`src/epc_defs.vh`:
```
`ifndef EPC_DEFS_VH
`define EPC_DEFS_VH

// ======================================================================
// register map: plain port, word index on addr
// per channel block: channel number in addr[4:3], register in addr[2:0]
`define EPC_CH_CTRL 3'h0
`define EPC_CH_STATUS 3'h1
`define EPC_CH_COUNT 3'h2
`define EPC_CH_FRAC 3'h3
`define EPC_GLOBAL_BIT 5
`define EPC_MON_CTRL 6'h20
`define EPC_MON_SEL 6'h21
`define EPC_MON_SCALE 6'h22
`define EPC_MON_OFFSET 6'h23
`define EPC_MON_RESULT 6'h24

// ======================================================================
// channel control fields
`define EPC_TRIG_LSB 0
`define EPC_TRIG_MSB 3
`define EPC_USE_INDEX 0
`define EPC_INDEX_LEVEL 1
`define EPC_USE_FLAG 2
`define EPC_FLAG_LEVEL 3
`define EPC_CHOICE_LSB 4
`define EPC_CHOICE_MSB 5
`define EPC_SOURCE_LSB 6
`define EPC_SOURCE_MSB 7
`define EPC_GATING_BIT 8
`define EPC_FRAC_EN_BIT 9
`define EPC_CTRL_W 10

// ======================================================================
// status pair fields
`define EPC_ST_INDEX 0
`define EPC_ST_CAPTURED 1

// ======================================================================
// monitor fields
`define EPC_REQ_BIT 0
`define EPC_PTR_LSB 0
`define EPC_PTR_MSB 1
`define EPC_BITIDX_LSB 4
`define EPC_BITIDX_MSB 5
`define EPC_RSH_LSB 0
`define EPC_RSH_MSB 4
`define EPC_LSH_LSB 8
`define EPC_LSH_MSB 12
`define EPC_RND_BIT 16

// ======================================================================
// reset values
`define EPC_CTRL_RST 4'h0
`define EPC_CHOICE_RST 2'h0
`define EPC_MON_RST 32'h0

`endif

```
`src/epc_core.v`:
```
// What this block does
// - hardware latches encoder count on trigger
// - capture on any clock, not servo boundary
// - trigger from index, flag, or both
// - 4-bit code picks inputs and levels
// - flag choice: home, plus, minus, user
// - older variant uses own channel flags only
// - newer variant picks flag source channel
// - flag source resets to own channel
// - fractional timer estimate captured alongside
// - monitor checks trigger each interrupt tick
// - monitor converts capture, stores motor position
// - monitor watches pointer-selected status bit
// - rescale with right, left shift, rounding
// - monitor clears request when done
// - monitor never touches commanded motion
// - captured bit set; count read clears, re-arms
// - gated index bit set with captured bit
// - older variant retriggers on level after read
// - newer variant needs fresh edge to retrigger
//
// Design decisions made here: the placing of the registers and the plain strobed port.
`timescale 1ns/1ps
`default_nettype none
`include "epc_defs.vh"

module epc_core #(
    parameter NCH = 4,
    parameter CW = 24,
    parameter FW = 12,
    parameter NEW_VARIANT = 1
) (
    input wire mclk,
    input wire nrst,
    input wire [5:0] addr,
    input wire [31:0] wdata,
    input wire wr_stb,
    input wire rd_stb,
    output reg [31:0] rdata_r,
    input wire [NCH*CW-1:0] enc_count,
    input wire [NCH*FW-1:0] enc_frac,
    input wire [NCH-1:0] index_in,
    input wire [NCH*4-1:0] flag_in,
    input wire real_time_interrupt_tick,
    output reg monitor_request_r,
    output reg [31:0] captured_motor_position_r
);

// ======================================================================
// monitor states
localparam MON_IDLE = 1'b0;
localparam MON_CONV = 1'b1;

// ======================================================================
// helpers
function is_chan_reg;
    input [5:0] a;
    input [2:0] r;
    begin
        is_chan_reg = ~a[`EPC_GLOBAL_BIT] & (a[2:0] == r);
    end
endfunction

function pick_flag;
    input [NCH*4-1:0] flags;
    input [1:0] src;
    input [1:0] choice;
    begin
        // flag sets are grouped four to a channel
        pick_flag = flags[{src, choice}];
    end
endfunction

// ======================================================================
// channel state
// flat copy of every channel's control word for the read port
wire [NCH*`EPC_CTRL_W-1:0] ctrl_flat;
wire [NCH*CW-1:0] cap_count;
wire [NCH*FW-1:0] cap_frac;
wire [NCH*2-1:0] cap_pair;
wire [NCH-1:0] bus_rearm;
wire [NCH-1:0] mon_rearm;

// ======================================================================
// monitor state
reg mon_state_r;
reg [1:0] trigger_word_pointer_r;
reg [1:0] trigger_bit_index_r;
reg [4:0] raw_shift_right_r;
reg [4:0] raw_shift_left_r;
reg raw_rounding_r;
reg [31:0] motor_offset_r;
reg [CW+FW-1:0] mon_raw_r;

wire [1:0] watched_pair = cap_pair[trigger_word_pointer_r*2 +: 2];
wire [3:0] watched_word = {2'b00, watched_pair};
wire watched_bit = watched_word[trigger_bit_index_r];
wire mon_hit = (mon_state_r == MON_IDLE) & monitor_request_r & real_time_interrupt_tick & watched_bit;

// ======================================================================
// channels
genvar gi;
generate
    for (gi = 0; gi < NCH; gi = gi + 1) begin : g_ch
        localparam [31:0] CH_ID = gi;
        reg [`EPC_CTRL_W-1:0] ctrl_r;
        wire [1:0] src;
        wire flag_sel;
        wire frac_on;
        assign ctrl_flat[gi*`EPC_CTRL_W +: `EPC_CTRL_W] = ctrl_r;
        // older part has no cross-channel routing
        assign src = (NEW_VARIANT != 0) ? ctrl_r[`EPC_SOURCE_MSB:`EPC_SOURCE_LSB] : CH_ID[1:0];
        assign flag_sel = pick_flag(flag_in, src, ctrl_r[`EPC_CHOICE_MSB:`EPC_CHOICE_LSB]);
        // newer part always carries the timer fraction
        assign frac_on = (NEW_VARIANT != 0) | ctrl_r[`EPC_FRAC_EN_BIT];
        assign bus_rearm[gi] = rd_stb & is_chan_reg(addr, `EPC_CH_COUNT) & (addr[4:3] == CH_ID[1:0]);
        assign mon_rearm[gi] = mon_hit & (trigger_word_pointer_r == CH_ID[1:0]);

        always @(posedge mclk or negedge nrst) begin
            if (!nrst) begin
                ctrl_r <= {1'b0, 1'b0, CH_ID[1:0], `EPC_CHOICE_RST, `EPC_CTRL_RST};
            end else if (wr_stb & is_chan_reg(addr, `EPC_CH_CTRL) & (addr[4:3] == CH_ID[1:0])) begin
                ctrl_r <= wdata[`EPC_CTRL_W-1:0];
            end
        end

        epc_chan #(
            .CW(CW),
            .FW(FW),
            .EDGE_TRIG(NEW_VARIANT)
        ) u_chan (
            .mclk(mclk),
            .nrst(nrst),
            .enc_count(enc_count[gi*CW +: CW]),
            .enc_frac(enc_frac[gi*FW +: FW]),
            .index_in(index_in[gi]),
            .flag_in(flag_sel),
            .trigger_select_code(ctrl_r[`EPC_TRIG_MSB:`EPC_TRIG_LSB]),
            .index_gating_select(ctrl_r[`EPC_GATING_BIT]),
            .frac_en(frac_on),
            .rearm(bus_rearm[gi] | mon_rearm[gi]),
            .cap_count_r(cap_count[gi*CW +: CW]),
            .cap_frac_r(cap_frac[gi*FW +: FW]),
            .capture_status_pair_r(cap_pair[gi*2 +: 2])
        );
    end
endgenerate

// ======================================================================
// rescale: left shift, then rounded right shift
wire [47:0] raw_wide = {{(48-CW-FW){1'b0}}, mon_raw_r};
wire [47:0] shl = raw_wide << raw_shift_left_r;
wire [47:0] half = (raw_rounding_r && (raw_shift_right_r != 5'h0)) ? (48'h1 << (raw_shift_right_r - 5'h1)) :
    48'h0;
wire [47:0] scaled = (shl + half) >> raw_shift_right_r;
wire [31:0] motor_pos = scaled[31:0] - motor_offset_r;

// ======================================================================
// monitor sequencer; it only writes its own result registers,
// so commanded motion has no path from here
always @(posedge mclk or negedge nrst) begin
    if (!nrst) begin
        mon_state_r <= MON_IDLE;
        mon_raw_r <= {(CW+FW){1'b0}};
        captured_motor_position_r <= `EPC_MON_RST;
    end else begin
        case (mon_state_r)
            MON_IDLE: begin
                if (mon_hit) begin
                    // whole count and fraction taken before the re-arm lands
                    mon_raw_r <= {cap_count[trigger_word_pointer_r*CW +: CW],
                        cap_frac[trigger_word_pointer_r*FW +: FW]};
                    mon_state_r <= MON_CONV;
                end
            end
            MON_CONV: begin
                captured_motor_position_r <= motor_pos;
                mon_state_r <= MON_IDLE;
            end
            default: begin
                mon_state_r <= MON_IDLE;
            end
        endcase
    end
end

// ======================================================================
// monitor request: a software write in the finishing cycle wins,
// so a fresh request is never swallowed by the completion
always @(posedge mclk or negedge nrst) begin
    if (!nrst) begin
        monitor_request_r <= 1'b0;
    end else if (wr_stb && (addr == `EPC_MON_CTRL)) begin
        monitor_request_r <= wdata[`EPC_REQ_BIT];
    end else if (mon_state_r == MON_CONV) begin
        monitor_request_r <= 1'b0;
    end
end

// ======================================================================
// monitor configuration
always @(posedge mclk or negedge nrst) begin
    if (!nrst) begin
        trigger_word_pointer_r <= 2'h0;
        trigger_bit_index_r <= 2'h0;
        raw_shift_right_r <= 5'h0;
        raw_shift_left_r <= 5'h0;
        raw_rounding_r <= 1'b0;
        motor_offset_r <= `EPC_MON_RST;
    end else if (wr_stb) begin
        if (addr == `EPC_MON_SEL) begin
            trigger_word_pointer_r <= wdata[`EPC_PTR_MSB:`EPC_PTR_LSB];
            trigger_bit_index_r <= wdata[`EPC_BITIDX_MSB:`EPC_BITIDX_LSB];
        end else if (addr == `EPC_MON_SCALE) begin
            raw_shift_right_r <= wdata[`EPC_RSH_MSB:`EPC_RSH_LSB];
            raw_shift_left_r <= wdata[`EPC_LSH_MSB:`EPC_LSH_LSB];
            raw_rounding_r <= wdata[`EPC_RND_BIT];
        end else if (addr == `EPC_MON_OFFSET) begin
            motor_offset_r <= wdata;
        end
    end
end

// ======================================================================
// read port; unmapped reads return zero
reg [31:0] rd_val;
always @* begin
    rd_val = 32'h0;
    if (addr[`EPC_GLOBAL_BIT] == 1'b0) begin
        if (is_chan_reg(addr, `EPC_CH_CTRL)) begin
            rd_val = {{(32-`EPC_CTRL_W){1'b0}}, ctrl_flat[addr[4:3]*`EPC_CTRL_W +: `EPC_CTRL_W]};
        end else if (is_chan_reg(addr, `EPC_CH_STATUS)) begin
            rd_val = {30'h0, cap_pair[addr[4:3]*2 +: 2]};
        end else if (is_chan_reg(addr, `EPC_CH_COUNT)) begin
            rd_val = {{(32-CW){1'b0}}, cap_count[addr[4:3]*CW +: CW]};
        end else if (is_chan_reg(addr, `EPC_CH_FRAC)) begin
            rd_val = {{(32-FW){1'b0}}, cap_frac[addr[4:3]*FW +: FW]};
        end
    end else if (addr == `EPC_MON_CTRL) begin
        rd_val = {31'h0, monitor_request_r};
    end else if (addr == `EPC_MON_SEL) begin
        rd_val = {26'h0, trigger_bit_index_r, 2'h0, trigger_word_pointer_r};
    end else if (addr == `EPC_MON_SCALE) begin
        rd_val = {15'h0, raw_rounding_r, 3'h0, raw_shift_left_r, 3'h0, raw_shift_right_r};
    end else if (addr == `EPC_MON_OFFSET) begin
        rd_val = motor_offset_r;
    end else if (addr == `EPC_MON_RESULT) begin
        rd_val = captured_motor_position_r;
    end
end

// data valid only in the cycle after the strobe
always @(posedge mclk or negedge nrst) begin
    if (!nrst) begin
        rdata_r <= 32'h0;
    end else if (rd_stb) begin
        rdata_r <= rd_val;
    end else begin
        rdata_r <= 32'h0;
    end
end

endmodule
`default_nettype wire

```
`src/epc_chan.v`:
```
`timescale 1ns/1ps
`default_nettype none
`include "epc_defs.vh"

module epc_chan #(
    parameter CW = 24,
    parameter FW = 12,
    parameter EDGE_TRIG = 1
) (
    input wire mclk,
    input wire nrst,
    input wire [CW-1:0] enc_count,
    input wire [FW-1:0] enc_frac,
    input wire index_in,
    input wire flag_in,
    input wire [3:0] trigger_select_code,
    input wire index_gating_select,
    input wire frac_en,
    input wire rearm,
    output reg [CW-1:0] cap_count_r,
    output reg [FW-1:0] cap_frac_r,
    output reg [1:0] capture_status_pair_r
);

// ======================================================================
// trigger condition
wire use_idx = trigger_select_code[`EPC_USE_INDEX];
wire use_flg = trigger_select_code[`EPC_USE_FLAG];
wire idx_ok = ~use_idx | (index_in == trigger_select_code[`EPC_INDEX_LEVEL]);
wire flg_ok = ~use_flg | (flag_in == trigger_select_code[`EPC_FLAG_LEVEL]);
wire hit = (use_idx | use_flg) & idx_ok & flg_ok;
reg hit_prev_r;
wire armed = ~capture_status_pair_r[`EPC_ST_CAPTURED];
// edge mode needs the condition to leave and come back after re-arm
wire fire = armed & hit & ((EDGE_TRIG != 0) ? ~hit_prev_r : 1'b1);

// ======================================================================
// latch; no servo-cycle gating, any clock edge captures
always @(posedge mclk or negedge nrst) begin
    if (!nrst) begin
        hit_prev_r <= 1'b0;
        cap_count_r <= {CW{1'b0}};
        cap_frac_r <= {FW{1'b0}};
        capture_status_pair_r <= 2'h0;
    end else begin
        hit_prev_r <= hit;
        if (fire) begin
            // value and status move together
            cap_count_r <= enc_count;
            cap_frac_r <= frac_en ? enc_frac : {FW{1'b0}};
            capture_status_pair_r[`EPC_ST_CAPTURED] <= 1'b1;
            capture_status_pair_r[`EPC_ST_INDEX] <= use_idx & index_gating_select;
        end else if (rearm) begin
            capture_status_pair_r <= 2'h0;
        end
    end
end

endmodule
`default_nettype wire

```
`config.mk`:
```
export PLATFORM = sky130hd
export DESIGN_NAME = epc_core
export DESIGN_NICKNAME = d
export VERILOG_FILES = /design/src/epc_core.v /design/src/epc_chan.v
export VERILOG_INCLUDE_DIRS = /design/src
export SDC_FILE = /design/constraint.sdc
export NUM_CORES = 1
export LEC_CHECK = 0
export BUFFER_PORTS_ARGS = -buffer_cell sky130_fd_sc_hd__buf_2
export CORE_MARGIN = 2
export CORE_UTILIZATION = 61
export CTS_CLUSTER_SIZE = 25
export DETAILED_ROUTE_END_ITERATION = 10
export PLACE_DENSITY = 0.85
export SYNTH_ARGS = -nofsm -noshare
export SYNTH_HDL_FRONTEND = slang
export SYNTH_SLANG_ARGS = --single-unit
```
`constraint.sdc`:
```
create_clock -name mclk -period 10.8 [get_ports mclk]
set_clock_uncertainty 0.2 [all_clocks]
set_input_delay 1.08 -clock mclk [delete_from_list [all_inputs] [get_ports mclk]]
set_output_delay 1.08 -clock mclk [all_outputs]
set_load 0.005 [all_outputs]
```
==> out/metrics.cfg <==
[run_status]
status=complete, no violations

[finish]
syn_to_final_growth_pct=11.5
seqCellArea_um2=8640
nFillCells=2873
drive_gt1_frac=0.349
multiInputGateArea_um2=15900
final_nets=2826
final_area_um2=28400

[timing]
grt_setup_unrepaired=false
min_period_over_period=0.896
finalCriticalPeriod_ns=9.68
layout_setup_ws_ns=1.12
setup_viol=0
slew_violations=0
finalHoldViolCount=0
tightest_slew_ns=1.23
fin_setup_tns_ns=0
fmax_mhz=103
max_slew_margin=0.177

[power]
p_leak_nw=12.6
intPower_mw=3.93
clkPwrFrac=0.194
vdd_drop_max_uv=188
powerDensity_nw_per_um2=233
p_switching_mw=2.70
p_sw_frac=0.407
pwr-share-comb=0.482
seq_power_share=0.324

[clock_network]
postCtsSetupRepairBufs=0
cts-root-buf=clkbuf_16
ctsHoldBuffers=0
ctsResizeCount=0
clockBufferDepth=3
clk_latency_ns=0.58
htree_levels=2
cts_tree=yes
numClockSinks=345
numCtsBuffers=37
clkTransAtPathRegs_ns=0.07

[placement]
dp_hpwl_um=62600
port_buffers=271
place_ws_ns=1.42
place_congestion=0.987
post_dp_cell_area_um2=27200

[grt]
grtUsageTotal=0.401
grt_antenna_before_repair=9
grt_start_max_net_pins=175
grt-ovfl-total=0
grt_pass1_wl_um=135000
grt_pass1_vias=22273

[synthesis]
synth_ff_type=dfrtp_1
synth_area_leaders=dfrtp_1, mux4_2, mux2_2
synth_top_area_frac=0.335
ys_warn_count=0
synth_seq_area_share=0.339
synthDistinctLibCells=95
synth_most_common_cell=dfrtp_1
async_reset_ff_frac=1.00
syn_inst=2364
synth-edff-count=0
ys_ff_latch=345
yosys.area.top_type=dfrtp_1
synthTopCellsByCount=dfrtp_1, mux2_2, nand2_1, nor2_1, mux4_2
syn_nets=2636
synth_area_um2=25500
avgSynthCellArea_um2=10.8

[routing]
viasPerCell=7.18
post_drt_wl_per_cell_um=27.9
drtAntennaViolNets=0
drt_wl_total_um=87100
drc=0
via_count=22424
drt_iter0_drc=2956
dr.pass1.iters=6

[worst_setup_path]
crit_fanout=34
start_kind=register
r2r_end=captured_motor_position_r[31]
worstPathRequired_ns=11.05
r2r_cells=32
slowest_stage=dfrtp_1
worstPathArrival_ns=9.93
criticalPathCategory=reg -> reg
reg2reg_from=raw_shift_left_r[1]
reg2reg_slack_ns=1.12
cpPeakStageDelay_ns=1.16
worstSetupEndpointType=register

[die]
start_util=0.621
die_area_um2=43400
core-area_um2=41000
core.rowCount=74
ioPinCount=272
die_w_um=208
chipHeight_um=208

[min_path]
hold_depth=1
min-delay-start=g_ch[3].ctrl_r[9]
hp-class=reg -> reg
min_to=g_ch[3].ctrl_r[9]

[run]
cap_violations=0

## layout by cell type, fill, tap and decap left out, types with 51 or more instances in the layout
master   count
inv_1       67
dfrtp_1    339
mux2_2     321
a21oi_1    129
mux4_2     171
buf_2      269
ha_1        63
o21ai_0     92
nand2_1    176
nand3_1     51
mux2i_1     89
nor2_1     175
## metrics by stage
stage	std cells	hold WS, ns	utilization	power, mW
detailed placement	3047	0.295	0.662	5.19
CTS	3115	0.316	0.692	6.52
finish	3121	0.322	0.692	6.63
global placement	3047	0.281	0.662	5.04
global route	3119	0.340	0.692	6.90
floorplan	2364	0.254	-	4.21
## worst max-delay path: cells and delay by family, from the launching register on
kind | cells | cell delay (ns)
AND/OR/NAND/NOR | 10 | 1.41
flip-flops | 1 | 1.16
buffers and inverters | 1 | 0.37
adder cells (fa/ha/maj) | 2 | 0.52
multiplexers | 1 | 0.54
AO/OA/AOI/OAI | 18 | 5.36
## cells by family (layout without fill, tap and decap cells)
family,Yosys count,after routing,synth area share
multiplexers,589,589,0.333
flip-flops,345,345,0.339
AO/OA/AOI/OAI,513,513,0.136
adder cells (fa/ha/maj),65,65,0.0325
other,1,7,0.000147
XOR/XNOR,61,61,0.0210
buffers and inverters,229,448,0.0372
AND/OR/NAND/NOR,561,561,0.101
## worst max-delay path by stage
stage	from	to	slack [ns]	depth (start not counted)
after floorplan	raw_shift_right_r[0]	captured_motor_position_r[31]	2.62	34
after global placement	raw_shift_left_r[1]	captured_motor_position_r[31]	1.58	31
after detailed placement	raw_shift_left_r[1]	captured_motor_position_r[31]	1.42	32
after CTS	raw_shift_left_r[1]	captured_motor_position_r[31]	1.39	32
after global routing	raw_shift_left_r[1]	captured_motor_position_r[31]	0.44	32
final	raw_shift_left_r[1]	captured_motor_position_r[31]	1.12	32
## area by class of cell
cell class | count | area share
clock buffer | 56 | 0.0383
tap | 532 | 0.0234
timing repair buffer | 307 | 0.0582
inverter | 73 | 0.00965
antenna | 6 | 0.000529
sequential | 345 | 0.304
multi-input combinational | 1790 | 0.561
clock inverter | 12 | 0.00436
## sequential cells by signal (all words and copies together), names as in the netlist
| name | cells |
|---|---|
| raw_shift_left_r | 5 |
| raw_rounding_r | 1 |
| trigger_bit_index_r | 2 |
| mon_state_r | 1 |
| trigger_word_pointer_r | 2 |
| mon_raw_r | 36 |
| captured_motor_position_r | 32 |
| g_ch.u_chan.hit_prev_r | 4 |
| g_ch.u_chan.capture_status_pair_r | 8 |
| g_ch.u_chan.cap_frac_r | 48 |
| monitor_request_r | 1 |
| g_ch.ctrl_r | 40 |
| motor_offset_r | 32 |
| raw_shift_right_r | 5 |
| g_ch.u_chan.cap_count_r | 96 |
| rdata_r | 32 |
## metal layers
metal	up-vias	wire, um	GRT usage
met5	-	44	0
met4	6	5390	0.208
met3	383	9660	0.0995
met2	1655	40200	0.632
met1	11013	31800	0.515
li1	9367	-	-
## power groups by stage
stage | registers [mW] | clock network [mW] | logic (mW)
floorplan | 1.94 | 0 | 2.26
global placement | 2.07 | 0 | 2.97
detailed placement | 2.13 | 0 | 3.06
CTS | 2.13 | 1.28 | 3.11
global route | 2.19 | 1.34 | 3.37
finish | 2.15 | 1.29 | 3.19
Power figures use the tool's default switching activity.
